### config.mk
export PLATFORM = sky130hd
export DESIGN_NAME = crr_exec
export DESIGN_NICKNAME = d
export VERILOG_FILES = /design/src/crr_pkg.sv /design/src/crr_exec.sv
export SDC_FILE = /design/constraint.sdc
export NUM_CORES = 1
export LEC_CHECK = 0
export ABC_AREA = 1
export BUFFER_PORTS_ARGS = -buffer_cell sky130_fd_sc_hd__clkbuf_2
export CAP_MARGIN = 0
export CORE_UTILIZATION = 49
export DETAILED_ROUTE_END_ITERATION = 7
export GPL_ROUTABILITY_DRIVEN = 1
export GPL_TIMING_DRIVEN = 0
export PLACE_DENSITY = 0.8
export SETUP_SLACK_MARGIN = 0.05
export SLEW_MARGIN = 20
export SYNTH_ARGS = -nofsm -noshare
export SYNTH_HDL_FRONTEND = slang
export SYNTH_SLANG_ARGS = --single-unit
### constraint.sdc
create_clock -name clk_i -period 2.1 [get_ports clk_i]
set_input_delay 0.105 -clock clk_i [delete_from_list [all_inputs] [get_ports clk_i]]
set_output_delay 0.105 -clock clk_i [all_outputs]
set_load 0.03 [all_outputs]
### src/crr_pkg.sv
// Shared widths, opcodes and carriers for the logic/return/rotate executor.
package crr_pkg;

  localparam int unsigned CRR_DATA_W = 8;
  localparam int unsigned CRR_ADDR_W = 8;
  localparam int unsigned CRR_PC_W   = 12;

  localparam logic [CRR_DATA_W-1:0] CRR_WREG_RST = 8'h00;
  localparam logic [CRR_PC_W-1:0]   CRR_PC_RST   = 12'h000;
  localparam logic [CRR_ADDR_W-1:0] CRR_ADDR_RST = 8'h00;
  localparam logic                  CRR_ZERO_RST = 1'b0;
  localparam logic                  CRR_MIE_RST  = 1'b0;
  localparam logic                  CRR_PULSE_RST = 1'b0;
  localparam logic [CRR_DATA_W-1:0] CRR_ZERO_VAL = 8'h00;
  localparam int unsigned           CRR_MSB      = CRR_DATA_W - 1;

  typedef enum logic [2:0] {
    CRR_OP_NONE     = 3'b000,
    CRR_OP_OR_IMM   = 3'b001,
    CRR_OP_OR_MEM   = 3'b010,
    CRR_OP_SUB_EXIT = 3'b011,
    CRR_OP_EXIT_IMM = 3'b100,
    CRR_OP_INT_EXIT = 3'b101,
    CRR_OP_ROT_LEFT = 3'b110
  } crr_op_e;

  typedef struct packed {
    crr_op_e               op;
    logic [CRR_DATA_W-1:0] imm;
    logic [CRR_ADDR_W-1:0] addr;
    logic [CRR_DATA_W-1:0] mem_rdata;
    logic [CRR_PC_W-1:0]   stack_pc;
  } crr_req_s;

  typedef struct packed {
    logic                  we;
    logic [CRR_ADDR_W-1:0] addr;
    logic [CRR_DATA_W-1:0] data;
  } crr_mem_wr_s;

endpackage

### src/crr_exec.sv
// Executor for OR, the three return forms and rotate left of a memory byte.
// Function
// - Immediate OR puts working register OR immediate into the register.
// - OR-to-memory writes register OR memory byte back to that byte.
// - Subroutine exit loads the PC from the stack top, flags untouched.
// - Exit with immediate pops the PC and loads the immediate, no flags.
// - Interrupt exit pops the PC and sets the master interrupt enable.
// - A pending interrupt at interrupt exit is taken before main code.
// - Rotate left moves each bit up one and old bit 7 into bit 0.
// - With the master enable clear no interrupt is taken.
`timescale 1ns/1ps
module crr_exec
  import crr_pkg::*;
(
  input  wire logic                  clk_i,
  input  wire logic                  rstn_i,
  input  wire logic                  exec_valid_i,
  input  wire crr_req_s              req_i,
  input  wire logic                  irq_pend_i,
  output logic                       exec_ready_o,
  output logic                       irq_take_o,
  output logic [CRR_DATA_W-1:0]      wreg_o,
  output logic                       zero_o,
  output logic                       mie_o,
  output logic                       pc_load_o,
  output logic [CRR_PC_W-1:0]        pc_o,
  output logic                       stack_pop_o,
  output crr_mem_wr_s                mem_wr_o
);

  // Only byte-wide operands are served; the carriers fix the other widths.
  if (CRR_DATA_W != 8) begin : g_bad_data_w
    $error("crr_exec: data width must be eight bits");
  end
  if (CRR_PC_W < 1 || CRR_ADDR_W < 1) begin : g_bad_addr_w
    $error("crr_exec: address and counter widths must be nonzero");
  end

  logic rstn_meta_q;
  logic rstn_sync_q;

  // Reset is released through two flops so that no register leaves reset on
  // an edge close to the pin changing; assertion stays asynchronous.
  always_ff @(posedge clk_i or negedge rstn_i) begin
    if (!rstn_i) begin
      rstn_meta_q <= 1'b0;
      rstn_sync_q <= 1'b0;
    end else begin
      rstn_meta_q <= 1'b1;
      rstn_sync_q <= rstn_meta_q;
    end
  end

  logic [CRR_DATA_W-1:0] wreg_q;
  logic                  zero_q;
  logic                  mie_q;
  logic                  pc_load_q;
  logic [CRR_PC_W-1:0]   pc_q;
  crr_mem_wr_s           mem_wr_q;

  wire fire        = exec_valid_i & exec_ready_o;
  wire is_orimm    = fire & (req_i.op == CRR_OP_OR_IMM);
  wire is_ormem    = fire & (req_i.op == CRR_OP_OR_MEM);
  wire is_sub_exit = fire & (req_i.op == CRR_OP_SUB_EXIT);
  wire is_exit_imm = fire & (req_i.op == CRR_OP_EXIT_IMM);
  wire is_int_exit = fire & (req_i.op == CRR_OP_INT_EXIT);
  wire is_rot      = fire & (req_i.op == CRR_OP_ROT_LEFT);
  wire is_or       = is_orimm | is_ormem;
  wire is_pop      = is_sub_exit | is_exit_imm | is_int_exit;
  wire is_mem_wr   = is_ormem | is_rot;

  logic [CRR_DATA_W-1:0] or_imm_w;
  logic [CRR_DATA_W-1:0] or_mem_w;
  logic [CRR_DATA_W-1:0] rot_w;

  // Rotate wraps the top bit round to bit zero, so bit zero has its own arm.
  for (genvar b = 0; b < CRR_DATA_W; b++) begin : g_bit
    assign or_imm_w[b] = wreg_q[b] | req_i.imm[b];
    assign or_mem_w[b] = wreg_q[b] | req_i.mem_rdata[b];
    if (b == 0) begin : g_wrap
      assign rot_w[b] = req_i.mem_rdata[CRR_MSB];
    end else begin : g_shift
      assign rot_w[b] = req_i.mem_rdata[b-1];
    end
  end

  wire [CRR_DATA_W-1:0] or_res_w = is_ormem ? or_mem_w : or_imm_w;
  wire                  or_zero  = (or_res_w == CRR_ZERO_VAL);

  // An interrupt is only taken with the enable set; while it is taken no
  // main instruction may issue, which is what lets a pending request win
  // straight after an interrupt exit.
  assign irq_take_o   = mie_q & irq_pend_i;
  assign exec_ready_o = ~irq_take_o;

  // Only the immediate OR and the exit with immediate load the register.
  wire [CRR_DATA_W-1:0] wreg_ld_w =
    is_exit_imm ? req_i.imm : wreg_q;
  wire [CRR_DATA_W-1:0] wreg_d =
    is_orimm ? or_imm_w : wreg_ld_w;
  wire zero_d = is_or ? or_zero : zero_q;
  // Interrupt entry clears the enable so nested requests wait for the exit.
  wire mie_d =
    is_int_exit ? 1'b1 : (irq_take_o ? 1'b0 : mie_q);

  crr_mem_wr_s mem_wr_d;
  assign mem_wr_d.we   = is_mem_wr;
  assign mem_wr_d.addr = is_mem_wr ? req_i.addr : mem_wr_q.addr;
  assign mem_wr_d.data = is_rot ? rot_w :
                         (is_ormem ? or_mem_w : mem_wr_q.data);

  wire [CRR_PC_W-1:0] pc_d = is_pop ? req_i.stack_pc : pc_q;

  always_ff @(posedge clk_i or negedge rstn_sync_q) begin
    if (!rstn_sync_q) begin
      wreg_q    <= CRR_WREG_RST;
      zero_q    <= CRR_ZERO_RST;
      mie_q     <= CRR_MIE_RST;
      pc_load_q <= CRR_PULSE_RST;
      pc_q      <= CRR_PC_RST;
      mem_wr_q  <= '{we:   CRR_PULSE_RST,
                     addr: CRR_ADDR_RST,
                     data: CRR_ZERO_VAL};
    end else begin
      wreg_q    <= wreg_d;
      zero_q    <= zero_d;
      mie_q     <= mie_d;
      pc_load_q <= is_pop;
      pc_q      <= pc_d;
      mem_wr_q  <= mem_wr_d;
    end
  end

  assign wreg_o      = wreg_q;
  assign zero_o      = zero_q;
  assign mie_o       = mie_q;
  assign pc_load_o   = pc_load_q;
  assign pc_o        = pc_q;
  assign stack_pop_o = is_pop;
  assign mem_wr_o    = mem_wr_q;
endmodule

==> results.json, run 1 <==
{
  "status": "finished clean",
  "crit_start": "mie_o$_DFFE_PN0P_",
  "first_iter_violations": 141,
  "required_ns": 2.00,
  "yosysSeqAreaShare_pct": 57.53,
  "die_area_sq_um": 3976,
  "nets": 362,
  "drv_slew": 0,
  "synth_fp_nets": 266,
  "critPathTopFamily": "buffers and inverters",
  "period_needed_ns": 1.668,
  "reg2reg_from": "mie_o$_DFFE_PN0P_",
  "max_stage_delay_ns": 0.42,
  "syn_to_final_growth_pct": 35.27,
  "crit_cells": 7,
  "drt_wl_total_mm": 4.269,
  "clockBufferDepth": 2,
  "max_freq_ghz": 0.5996,
  "yosys-top-cells-area": "dfrtp_1 58%, nand2_1 22%, nor2_1 4.5%",
  "crit_buf_inv": 4,
  "fin_cells": 366,
  "synth_area_sq_um": 1827,
  "fp.dieW_um": 63.06,
  "via_count": 1762,
  "crit_arrival_ns": 1.56,
  "final_layout_size_suffix_gt1_share_pct": 33.44,
  "numCtsBuffers": 5,
  "antenna_found_initial": 0,
  "ant_nets": 0,
  "reg2reg_to": "mem_wr_o[6]$_DFFE_PN0P_",
  "grt_overflow": 0,
  "cts_tree": "yes",
  "die_y_um": 63.06,
  "reg2reg_depth": 7,
  "drc_errors": 0,
  "crit_end": "stack_pop_o",
  "grt_pass1_wl_mm": 7.355,
  "setup_viol": 0,
  "ff2ff_setup_slack_ns": 0.74,
  "clkLatencyLatePin_ns": 0.29,
  "root_buffer": "clkbuf_8",
  "critPathSlowestCell": "dfrtp_1",
  "synth_warnings": 0,
  "gp_congestion": 0.8776,
  "dr_wl_met2_mm": 2.056,
  "io_pins": 86,
  "dr.pass1.iters": 4,
  "cts_sinks": 42,
  "relSlewSlack_pct": 65.45,
  "cp_max_fo": 11,
  "core_sq_um": 3442,
  "synth.avg_cell_area_sq_um": 8.192,
  "io_buffers": 85,
  "cts_resized": 0,
  "skew_ns": 0.005052,
  "placedCellCount": 355,
  "routedLengthMet1_mm": 1.870,
  "start_util_pct": 53.07,
  "power_density_nw_per_um2": 1166,
  "cts-hold-fix-buffers": 3,
  "hp-class": "input port to register",
  "start_kind": "register",
  "drt-vias-per-instance": 4.814,
  "grt_pass1_vias": 1678,
  "ys_ff_latch": 42,
  "syn_inst": 223,
  "cts_max_level": 2,
  "criticalPathCategory": "register to output port",
  "wl_met3_um": 266,
  "max_cap_violations": 0,
  "total_leakage_power_nw": 1.408,
  "routed.top_layer": "met4",
  "worst_pin_slew_ns": 0.5163,
  "post-route-period-util_pct": 79.41,
  "grt_max_degree": 29,
  "rsz0062_at_grt": "no",
  "fin_tns_setup_ns": 0,
  "diodes": 0,
  "cts_setup_buffers": 0,
  "endpoint_kind": "output port",
  "post_drt_wl_per_cell_um": 11.66,
  "core.rowCount": 21,
  "synth_cell_types": 17,
  "grt_usage_pct": 24.12,
  "irDropWorstVdd_v": 0.0007628,
  "clkTransAtPathRegs_ns": 0.07,
  "synth.top_cell.area_share_pct": 57.53,
  "crit_chain": "nand2_4 -> nand2_4 -> inv_2 -> nand2_2 -> inv_2 -> buf_4 -> clkbuf_2",
  "hold_viol": 0,
  "dp_hpwl_mm": 3.313,
  "synth_top_area_cell": "dfrtp_1"
}
## area by class of cell
type	instances	area (sq um)
inverters	9	33.78
repair buffers	89	475.5
well taps	46	57.56
clock inverters	2	37.54
plain buffers	3	20.02
flip-flops and latches	42	1052
clock buffers	6	72.57
multi-input cells	169	721.9
fillers	296	970.9
## power by group
| part | internal, W | total [W] | switching, W |
|---|---|---|---|
| Sequential | 0.00102 | 0.00119 | 0.000173 |
| Combinational | 0.000313 | 0.00107 | 0.000752 |
| Clock | 0.000354 | 0.000621 | 0.000267 |
## how the worst min path moves through the flow
stage,startpoint,end,depth (start not counted)
3_3_place_gp,rstn_i,rstn_meta_q$_DFF_PN0_,1
6_report,req_i[20],mem_wr_o[8]$_DFFE_PN0P_,3
4_1_cts,req_i[21],mem_wr_o[9]$_DFFE_PN0P_,3
3_5_place_dp,rstn_i,rstn_meta_q$_DFF_PN0_,1
2_1_floorplan,rstn_i,rstn_meta_q$_DFF_PN0_,0
5_1_grt,req_i[20],mem_wr_o[8]$_DFFE_PN0P_,3
## synth_stat cells
master	number
nand2_1	105
dfrtp_1	42
nor2_1	22
nand3_1	16
o21ai_0	16
inv_1	6
inv_2	3
buf_4	2
nand2_4	2
nor2_4	2
buf_2	1
conb_1	1
nand2_2	1
nand3_2	1
nor2_2	1
o21ai_1	1
o2bb2ai_1	1
## cell usage in the layout (no fill, tap or decap), types with 2 or more instances in the layout
master         instances
dlygate4sd3_1          3
dfrtp_1               41
clkbuf_8               5
nand3_1               16
nor2_1                22
clkbuf_2              85
nand2_1              105
nor2_4                 2
buf_4                  2
o21ai_0               16
inv_1                  6
inv_2                  3
nand2_4                2
## cell families (layout without fill, tap and decap cells)
logic type      after synthesis  in the layout  synth area share (%)
other cells                   1              1                0.2053
compound gates               18             18                 5.137
buf+inv                      12            109                 2.945
flops                        42             42                 57.53
simple gates                150            150                 34.18
## layer usage
metal,up-vias,track usage (%)
met5,-,0
li1,888,-
met1,802,30.94
met2,64,39.52
met3,8,6.341
met4,0,7.849
## through the flow
stage,power [W],hold WS [ns],cell area (sq um),utilization (%),setup slack (ns)
after floorplan,0.001907,-0.1906,1827,-,0.6602
after global placement,0.002246,-0.1083,2310,67.10,0.4264
after detailed placement,0.002277,-0.1078,2331,67.72,0.7454
after CTS,0.002903,0.006642,2471,71.79,0.4203
after global routing,0.003050,0.004637,2471,71.79,0.3244
final,0.002882,0.01093,2471,71.79,0.4323
## worst register-to-register path, cell delays in order, from the launching register on
cell,delay [ns]
dfrtp_1,0.42
nand2_4,0.10
nand2_4,0.07
inv_2,0.10
nand3_2,0.18
buf_4,0.24
nand2_1,0.07
nand3_1,0.07
## state kept, by name (all words and copies together), names as in the netlist
register,cells
pc_o,12
zero_o,1
rstn_meta_q,1
wreg_o,8
mie_o,1
pc_load_o,1
mem_wr_o,17
rstn_sync_q,1
Power figures use the tool's default switching activity.
==> run 2, diff against run 1 <==
--- a/config.mk
+++ b/config.mk
@@ -8,11 +8,11 @@
 export ABC_AREA = 1
 export BUFFER_PORTS_ARGS = -buffer_cell sky130_fd_sc_hd__clkbuf_2
 export CAP_MARGIN = 0
-export CORE_UTILIZATION = 49
+export CORE_UTILIZATION = 41
 export DETAILED_ROUTE_END_ITERATION = 7
 export GPL_ROUTABILITY_DRIVEN = 1
 export GPL_TIMING_DRIVEN = 0
-export PLACE_DENSITY = 0.8
+export PLACE_DENSITY = 0.71
 export SETUP_SLACK_MARGIN = 0.05
 export SLEW_MARGIN = 20
 export SYNTH_ARGS = -nofsm -noshare
==> constraint.sdc (replaced) <==
create_clock -name clk_i -period 1.5 [get_ports clk_i]
set_input_delay 0.075 -clock clk_i [delete_from_list [all_inputs] [get_ports clk_i]]
set_output_delay 0.075 -clock clk_i [all_outputs]
set_load 0.03 [all_outputs]
==> run 2 against run 1 <==
Compared with the run above: worst setup slack lost 0.34 ns; final area grew 10%; core utilization shrank 6.0 points; sequential share of layout area shrank 4.0 points; combinational power grew 51%; clock skew grew 0.0012 ns; highest routed layer unchanged.
==> results.json, run 2 (synthesis results as in run 1) <==
{
  "start_util_pct": 44.08,
  "criticalPathCategory": "register to output port",
  "first_iter_violations": 92,
  "drv_slew": 0,
  "core_sq_um": 4144,
  "clkTransAtPathRegs_ns": 0.08,
  "skew_ns": 0.006205,
  "grt_max_degree": 26,
  "core.rowCount": 23,
  "post_drt_wl_per_cell_um": 12.27,
  "via_count": 1862,
  "max_freq_ghz": 0.7115,
  "final_layout_size_suffix_gt1_share_pct": 33.82,
  "gp_congestion": 0.8278,
  "status": "finished clean",
  "io_pins": 86,
  "cts_max_level": 2,
  "final_common_cell": "nand2_1",
  "fin_cells": 396,
  "grt_pass1_wl_mm": 7.155,
  "period_needed_ns": 1.406,
  "drc_errors": 0,
  "endpoint_kind": "output port",
  "cts_sinks": 42,
  "drt-vias-per-instance": 4.702,
  "max_cap_violations": 0,
  "dr.pass1.iters": 4,
  "setup_viol": 0,
  "die_y_um": 68.75,
  "required_ns": 1.42,
  "largest_register_ffs": 17,
  "rsz0062_at_grt": "yes",
  "nets": 388,
  "root_buffer": "clkbuf_8",
  "max_stage_delay_ns": 0.42,
  "placedCellCount": 359,
  "clockBufferDepth": 2,
  "cp_max_fo": 5,
  "antenna_found_initial": 0,
  "crit_arrival_ns": 1.33,
  "critPathSlowestCell": "dfrtp_1",
  "post-route-period-util_pct": 93.71,
  "final_cell_mix": "105 x nand2_1, 84 x clkbuf_2, 41 x dfrtp_1",
  "crit_chain": "nand2_4 -> nand2_4 -> inv_4 -> nand2_4 -> inv_2 -> buf_6 -> buf_8",
  "ant_nets": 0,
  "io_buffers": 85,
  "place_ws_ns": 0.1492,
  "power_density_nw_per_um2": 1472,
  "fp.dieW_um": 68.75,
  "drt_wl_total_mm": 4.860,
  "numCtsBuffers": 5,
  "grt_overflow": 0,
  "clkLatencyLatePin_ns": 0.29,
  "hold_viol": 0,
  "die_area_sq_um": 4727,
  "syn_to_final_growth_pct": 49.32,
  "start_kind": "register",
  "hp-class": "input port to register",
  "irDropWorstVdd_v": 0.0007967,
  "total_leakage_power_nw": 1.529,
  "dp_hpwl_mm": 3.426,
  "diodes": 0,
  "grt_usage_pct": 21.08,
  "cts_tree": "yes",
  "grt_pass1_vias": 1630,
  "cp_common_cell": "nand2_4",
  "worst_slack_ns": 0.09442
}
==> run 2: final timing paths <==
path / slack, ns / from / end / cells past startpoint
worst min register to register: 0.20 / rstn_sync_q$_DFF_PN0_ / zero_o$_DFFE_PN0P_ / 0
min in group asynchronous: 0.10 / rstn_i / rstn_meta_q$_DFF_PN0_ / 2
worst max register to register: 0.16 / mie_o$_DFFE_PN0P_ / wreg_o[3]$_DFFE_PN0P_ / 7
worst min-delay path: 0.02 / req_i[29] / wreg_o[1]$_DFFE_PN0P_ / 3
worst max-delay path: 0.09 / mie_o$_DFFE_PN0P_ / stack_pop_o / 7
max in group asynchronous: 0.85 / rstn_sync_q$_DFF_PN0_ / pc_o[11]$_DFFE_PN0P_ / 1
==> run 2: critical path: cells and delay by family (launching register included) <==
kind / cells / cell delay, ns
AND/OR/NAND/NOR: 3 / 0.25
flip-flops: 1 / 0.42
buffers and inverters: 4 / 0.37
==> run 2: layout make-up <==
class	instances	area (sq um)
buffer	3	23.77
sequential	42	1052
tap	50	62.56
inverter	9	36.28
clock inverter	3	21.27
multi-input combinational	169	729.5
clock buffer	5	68.82
timing repair buffer	115	733.2
fill	361	1416
==> run 2: layer usage <==
layer	wire [um]	vias to the layer above	part of all wire, %	global-route usage, %
met4	27	0	0.56	6.888
li1	-	940	-	-
met2	2366	72	49	35.05
met5	0	-	0	0
met1	2139	848	44	25.97
met3	326	2	6.7	6.579
==> run 2: where the power goes <==
| part | total (W) | switching (W) | leakage (nW) | internal [W] |
|---|---|---|---|---|
| Combinational | 0.00162 | 0.00109 | 0.969 | 0.000529 |
| Clock | 0.000715 | 0.000389 | 0.0441 | 0.000327 |
| Sequential | 0.00168 | 0.000251 | 0.516 | 0.00143 |
| Total | 0.00401 | 0.00173 | 1.53 | 0.00229 |
==> run 2: what timing repair did <==
action / CTS / global route
gates resized for setup: 5 / 2
pin swaps: 0 / 2
hold buffers: 21 / 0
endpoints found under the setup margin: 1 / 2
setup buffers: 3 / 5
endpoints found under the hold margin: 22 / 0
==> run 2: through the flow <==
stage | total power [W] | TNS [ns] | utilization, % | hold slack, ns | area, sq um
6_report | 0.004014 | 0 | 65.82 | 0.01596 | 2728
5_1_grt | 0.004279 | 0 | 65.82 | 0.01184 | 2728
4_1_cts | 0.004012 | 0 | 64.82 | 0.009040 | 2686
3_5_place_dp | 0.003204 | 0 | 56.55 | -0.1383 | 2344
3_3_place_gp | 0.003158 | -7.935 | 55.86 | -0.1381 | 2315
2_1_floorplan | 0.002670 | 0 | - | -0.2206 | 1827
==> run 3, diff against run 2 <==
--- a/config.mk
+++ b/config.mk
@@ -13,6 +13,7 @@
 export GPL_ROUTABILITY_DRIVEN = 1
 export GPL_TIMING_DRIVEN = 0
 export PLACE_DENSITY = 0.71
+export RECOVER_POWER = 100
 export SETUP_SLACK_MARGIN = 0.05
 export SLEW_MARGIN = 20
 export SYNTH_ARGS = -nofsm -noshare
==> run 3 against run 2 <==
Compared with the run above: clock skew barely moved; flip-flop and latch count is the same; first-iteration DRC count shrank 6.5%; non-clock buffer count unchanged; final cell count unchanged; fmax increased by 0.27%; worst setup slack improved by 0.0037 ns; critical endpoint unchanged; final area fell by 2.4%; core utilization decreased by 1.6 points; sequential power hardly changed; global-route usage unchanged.
==> results.json, run 3 (synthesis results as in run 1) <==
{
  "status": "finished clean",
  "hp-start": "req_i[29]",
  "reg2reg_from": "mie_o$_DFFE_PN0P_",
  "worst_pin_slew_ns": 0.7602,
  "gp_congestion": 0.8278,
  "die_y_um": 68.75,
  "cp_common_cell": "nand2_4",
  "grt_pass1_wl_mm": 7.155,
  "grt_overflow": 0,
  "numCtsBuffers": 5,
  "diodes": 0,
  "irDropWorstVdd_v": 0.0007460,
  "period_needed_ns": 1.402,
  "final_layout_size_suffix_gt1_share_pct": 20.52,
  "criticalPathCategory": "register to output port",
  "clkLatencyLatePin_ns": 0.29,
  "max_stage_delay_ns": 0.42,
  "setup_viol": 0,
  "power_switching_w": 0.001729,
  "dp_hpwl_mm": 3.426,
  "final_common_cell": "nand2_1",
  "io_buffers": 85,
  "grt_pass1_vias": 1630,
  "post-route-period-util_pct": 93.46,
  "power_density_nw_per_um2": 1476,
  "worst_slack_ns": 0.09817,
  "final_cell_mix": "105 x nand2_1, 44 x clkbuf_1, 42 x clkbuf_2, 42 x dfrtp_1",
  "critPathTopFamily": "flip-flops",
  "root_buffer": "clkbuf_8",
  "largest_register_ffs": 17,
  "netSwitchingFraction_pct": 44.03,
  "start_util_pct": 44.08,
  "fp.dieW_um": 68.75,
  "start_kind": "register",
  "endpoint_kind": "output port",
  "drt-vias-per-instance": 4.679,
  "place_ws_ns": 0.1492,
  "cts_tree": "yes",
  "crit_start": "mie_o$_DFFE_PN0P_",
  "rsz0062_at_grt": "yes",
  "first_iter_violations": 86,
  "relSlewSlack_pct": 49.32,
  "intPower_w": 0.002198,
  "core_sq_um": 4144,
  "max_cap_violations": 0,
  "via_count": 1853,
  "dr.pass1.iters": 4,
  "cp_max_fo": 5,
  "post_drt_wl_per_cell_um": 12.36,
  "crit_chain": "nand2_4 -> nand2_4 -> inv_4 -> nand2_4 -> inv_2 -> buf_6 -> buf_8",
  "die_area_sq_um": 4727,
  "crit_arrival_ns": 1.33,
  "drt_wl_total_mm": 4.896,
  "hp-class": "input port to register",
  "hold_viol": 0,
  "seqPwrFrac_pct": 42.8,
  "clkTransAtPathRegs_ns": 0.08,
  "nFillCells": 390,
  "nets": 388,
  "syn_to_final_growth_pct": 45.68,
  "fin_total_pwr_w": 0.003927,
  "io_pins": 86,
  "cts_max_level": 2,
  "skew_ns": 0.006174,
  "comb_power_share_pct": 39.0,
  "cts_sinks": 42,
  "grt_max_degree": 26,
  "drc_errors": 0,
  "clockBufferDepth": 2,
  "core.rowCount": 23,
  "grt_usage_pct": 21.08,
  "max_freq_ghz": 0.7134,
  "clkPwrFrac_pct": 18.2,
  "ant_nets": 0,
  "total_leakage_power_nw": 1.394,
  "critPathSlowestCell": "dfrtp_1",
  "required_ns": 1.42,
  "crit_buf_inv": 4,
  "antenna_found_initial": 0,
  "drv_slew": 0
}
## run 3: worst reg2reg max path: stages, from the launching register on
cell	delay (ns)
dfrtp_1	0.42
nand2_4	0.11
nand2_4	0.07
inv_4	0.08
buf_4	0.10
nand2_1	0.07
nor2_2	0.26
nand2_1	0.09
nand3_1	0.09
## run 3: final timing paths
path / end / slack, ns / cells after the start
min in group asynchronous: rstn_meta_q$_DFF_PN0_ / 0.10 / 2
worst max register to register: mem_wr_o[3]$_DFFE_PN0P_ / 0.16 / 8
worst min-delay path: wreg_o[1]$_DFFE_PN0P_ / 0.02 / 3
max in group asynchronous: pc_o[11]$_DFFE_PN0P_ / 0.61 / 1
worst max-delay path: stack_pop_o / 0.1 / 7
worst min register to register: zero_o$_DFFE_PN0P_ / 0.31 / 0
## run 3: cell type report
class	instances	area (sq um)	share of cell area (%)
multi-input cells	169	724.4	27.22
clock inverters	3	21.27	0.7992
flip-flops and latches	42	1051	39.49
well taps	50	62.56	2.351
repair buffers	115	673.1	25.29
inverters	9	36.28	1.363
plain buffers	3	23.77	0.8933
clock buffers	5	68.82	2.586
## run 3: per-stage QoR
step	hold slack, ns	std cells	setup TNS [ns]	instance area, sq um	utilization (%)
after floorplan	-0.2206	223	0	1827	-
after CTS	0.009040	391	0	2686	64.82
after global routing	0.01184	396	0	2661	64.22
final	0.01550	396	0	2661	64.22
after detailed placement	-0.1383	359	0	2344	56.55
after global placement	-0.1381	358	-7.935	2315	55.86
## run 3: power groups by stage
stage / clock network [W] / registers (W) / logic (W)
after CTS: 0.000745 / 0.00168 / 0.00159
final: 0.000716 / 0.00168 / 0.00153
after global routing: 0.000789 / 0.00173 / 0.00167
after detailed placement: 0 / 0.00170 / 0.00150
after floorplan: 0 / 0.00226 / 0.000409
after global placement: 0 / 0.00170 / 0.00146
## run 3: timing repair
action	4_1_cts	5_1_grt
hold endpoints to repair	22	0
resized for setup	5	2
pin swaps	0	2
endpoints found under the setup margin	1	2
hold buffers	21	0
setup buffers	3	5
## run 3: routing by layer
layer / share of wire, % / vias to the layer above / track usage [%] / wire length, um
li1: - / 940 / - / -
met5: 0 / - / 0 / 0
met3: 6.5 / 2 / 6.579 / 318
met2: 48 / 68 / 35.05 / 2368
met1: 45 / 843 / 25.97 / 2182
met4: 0.55 / 0 / 6.888 / 27
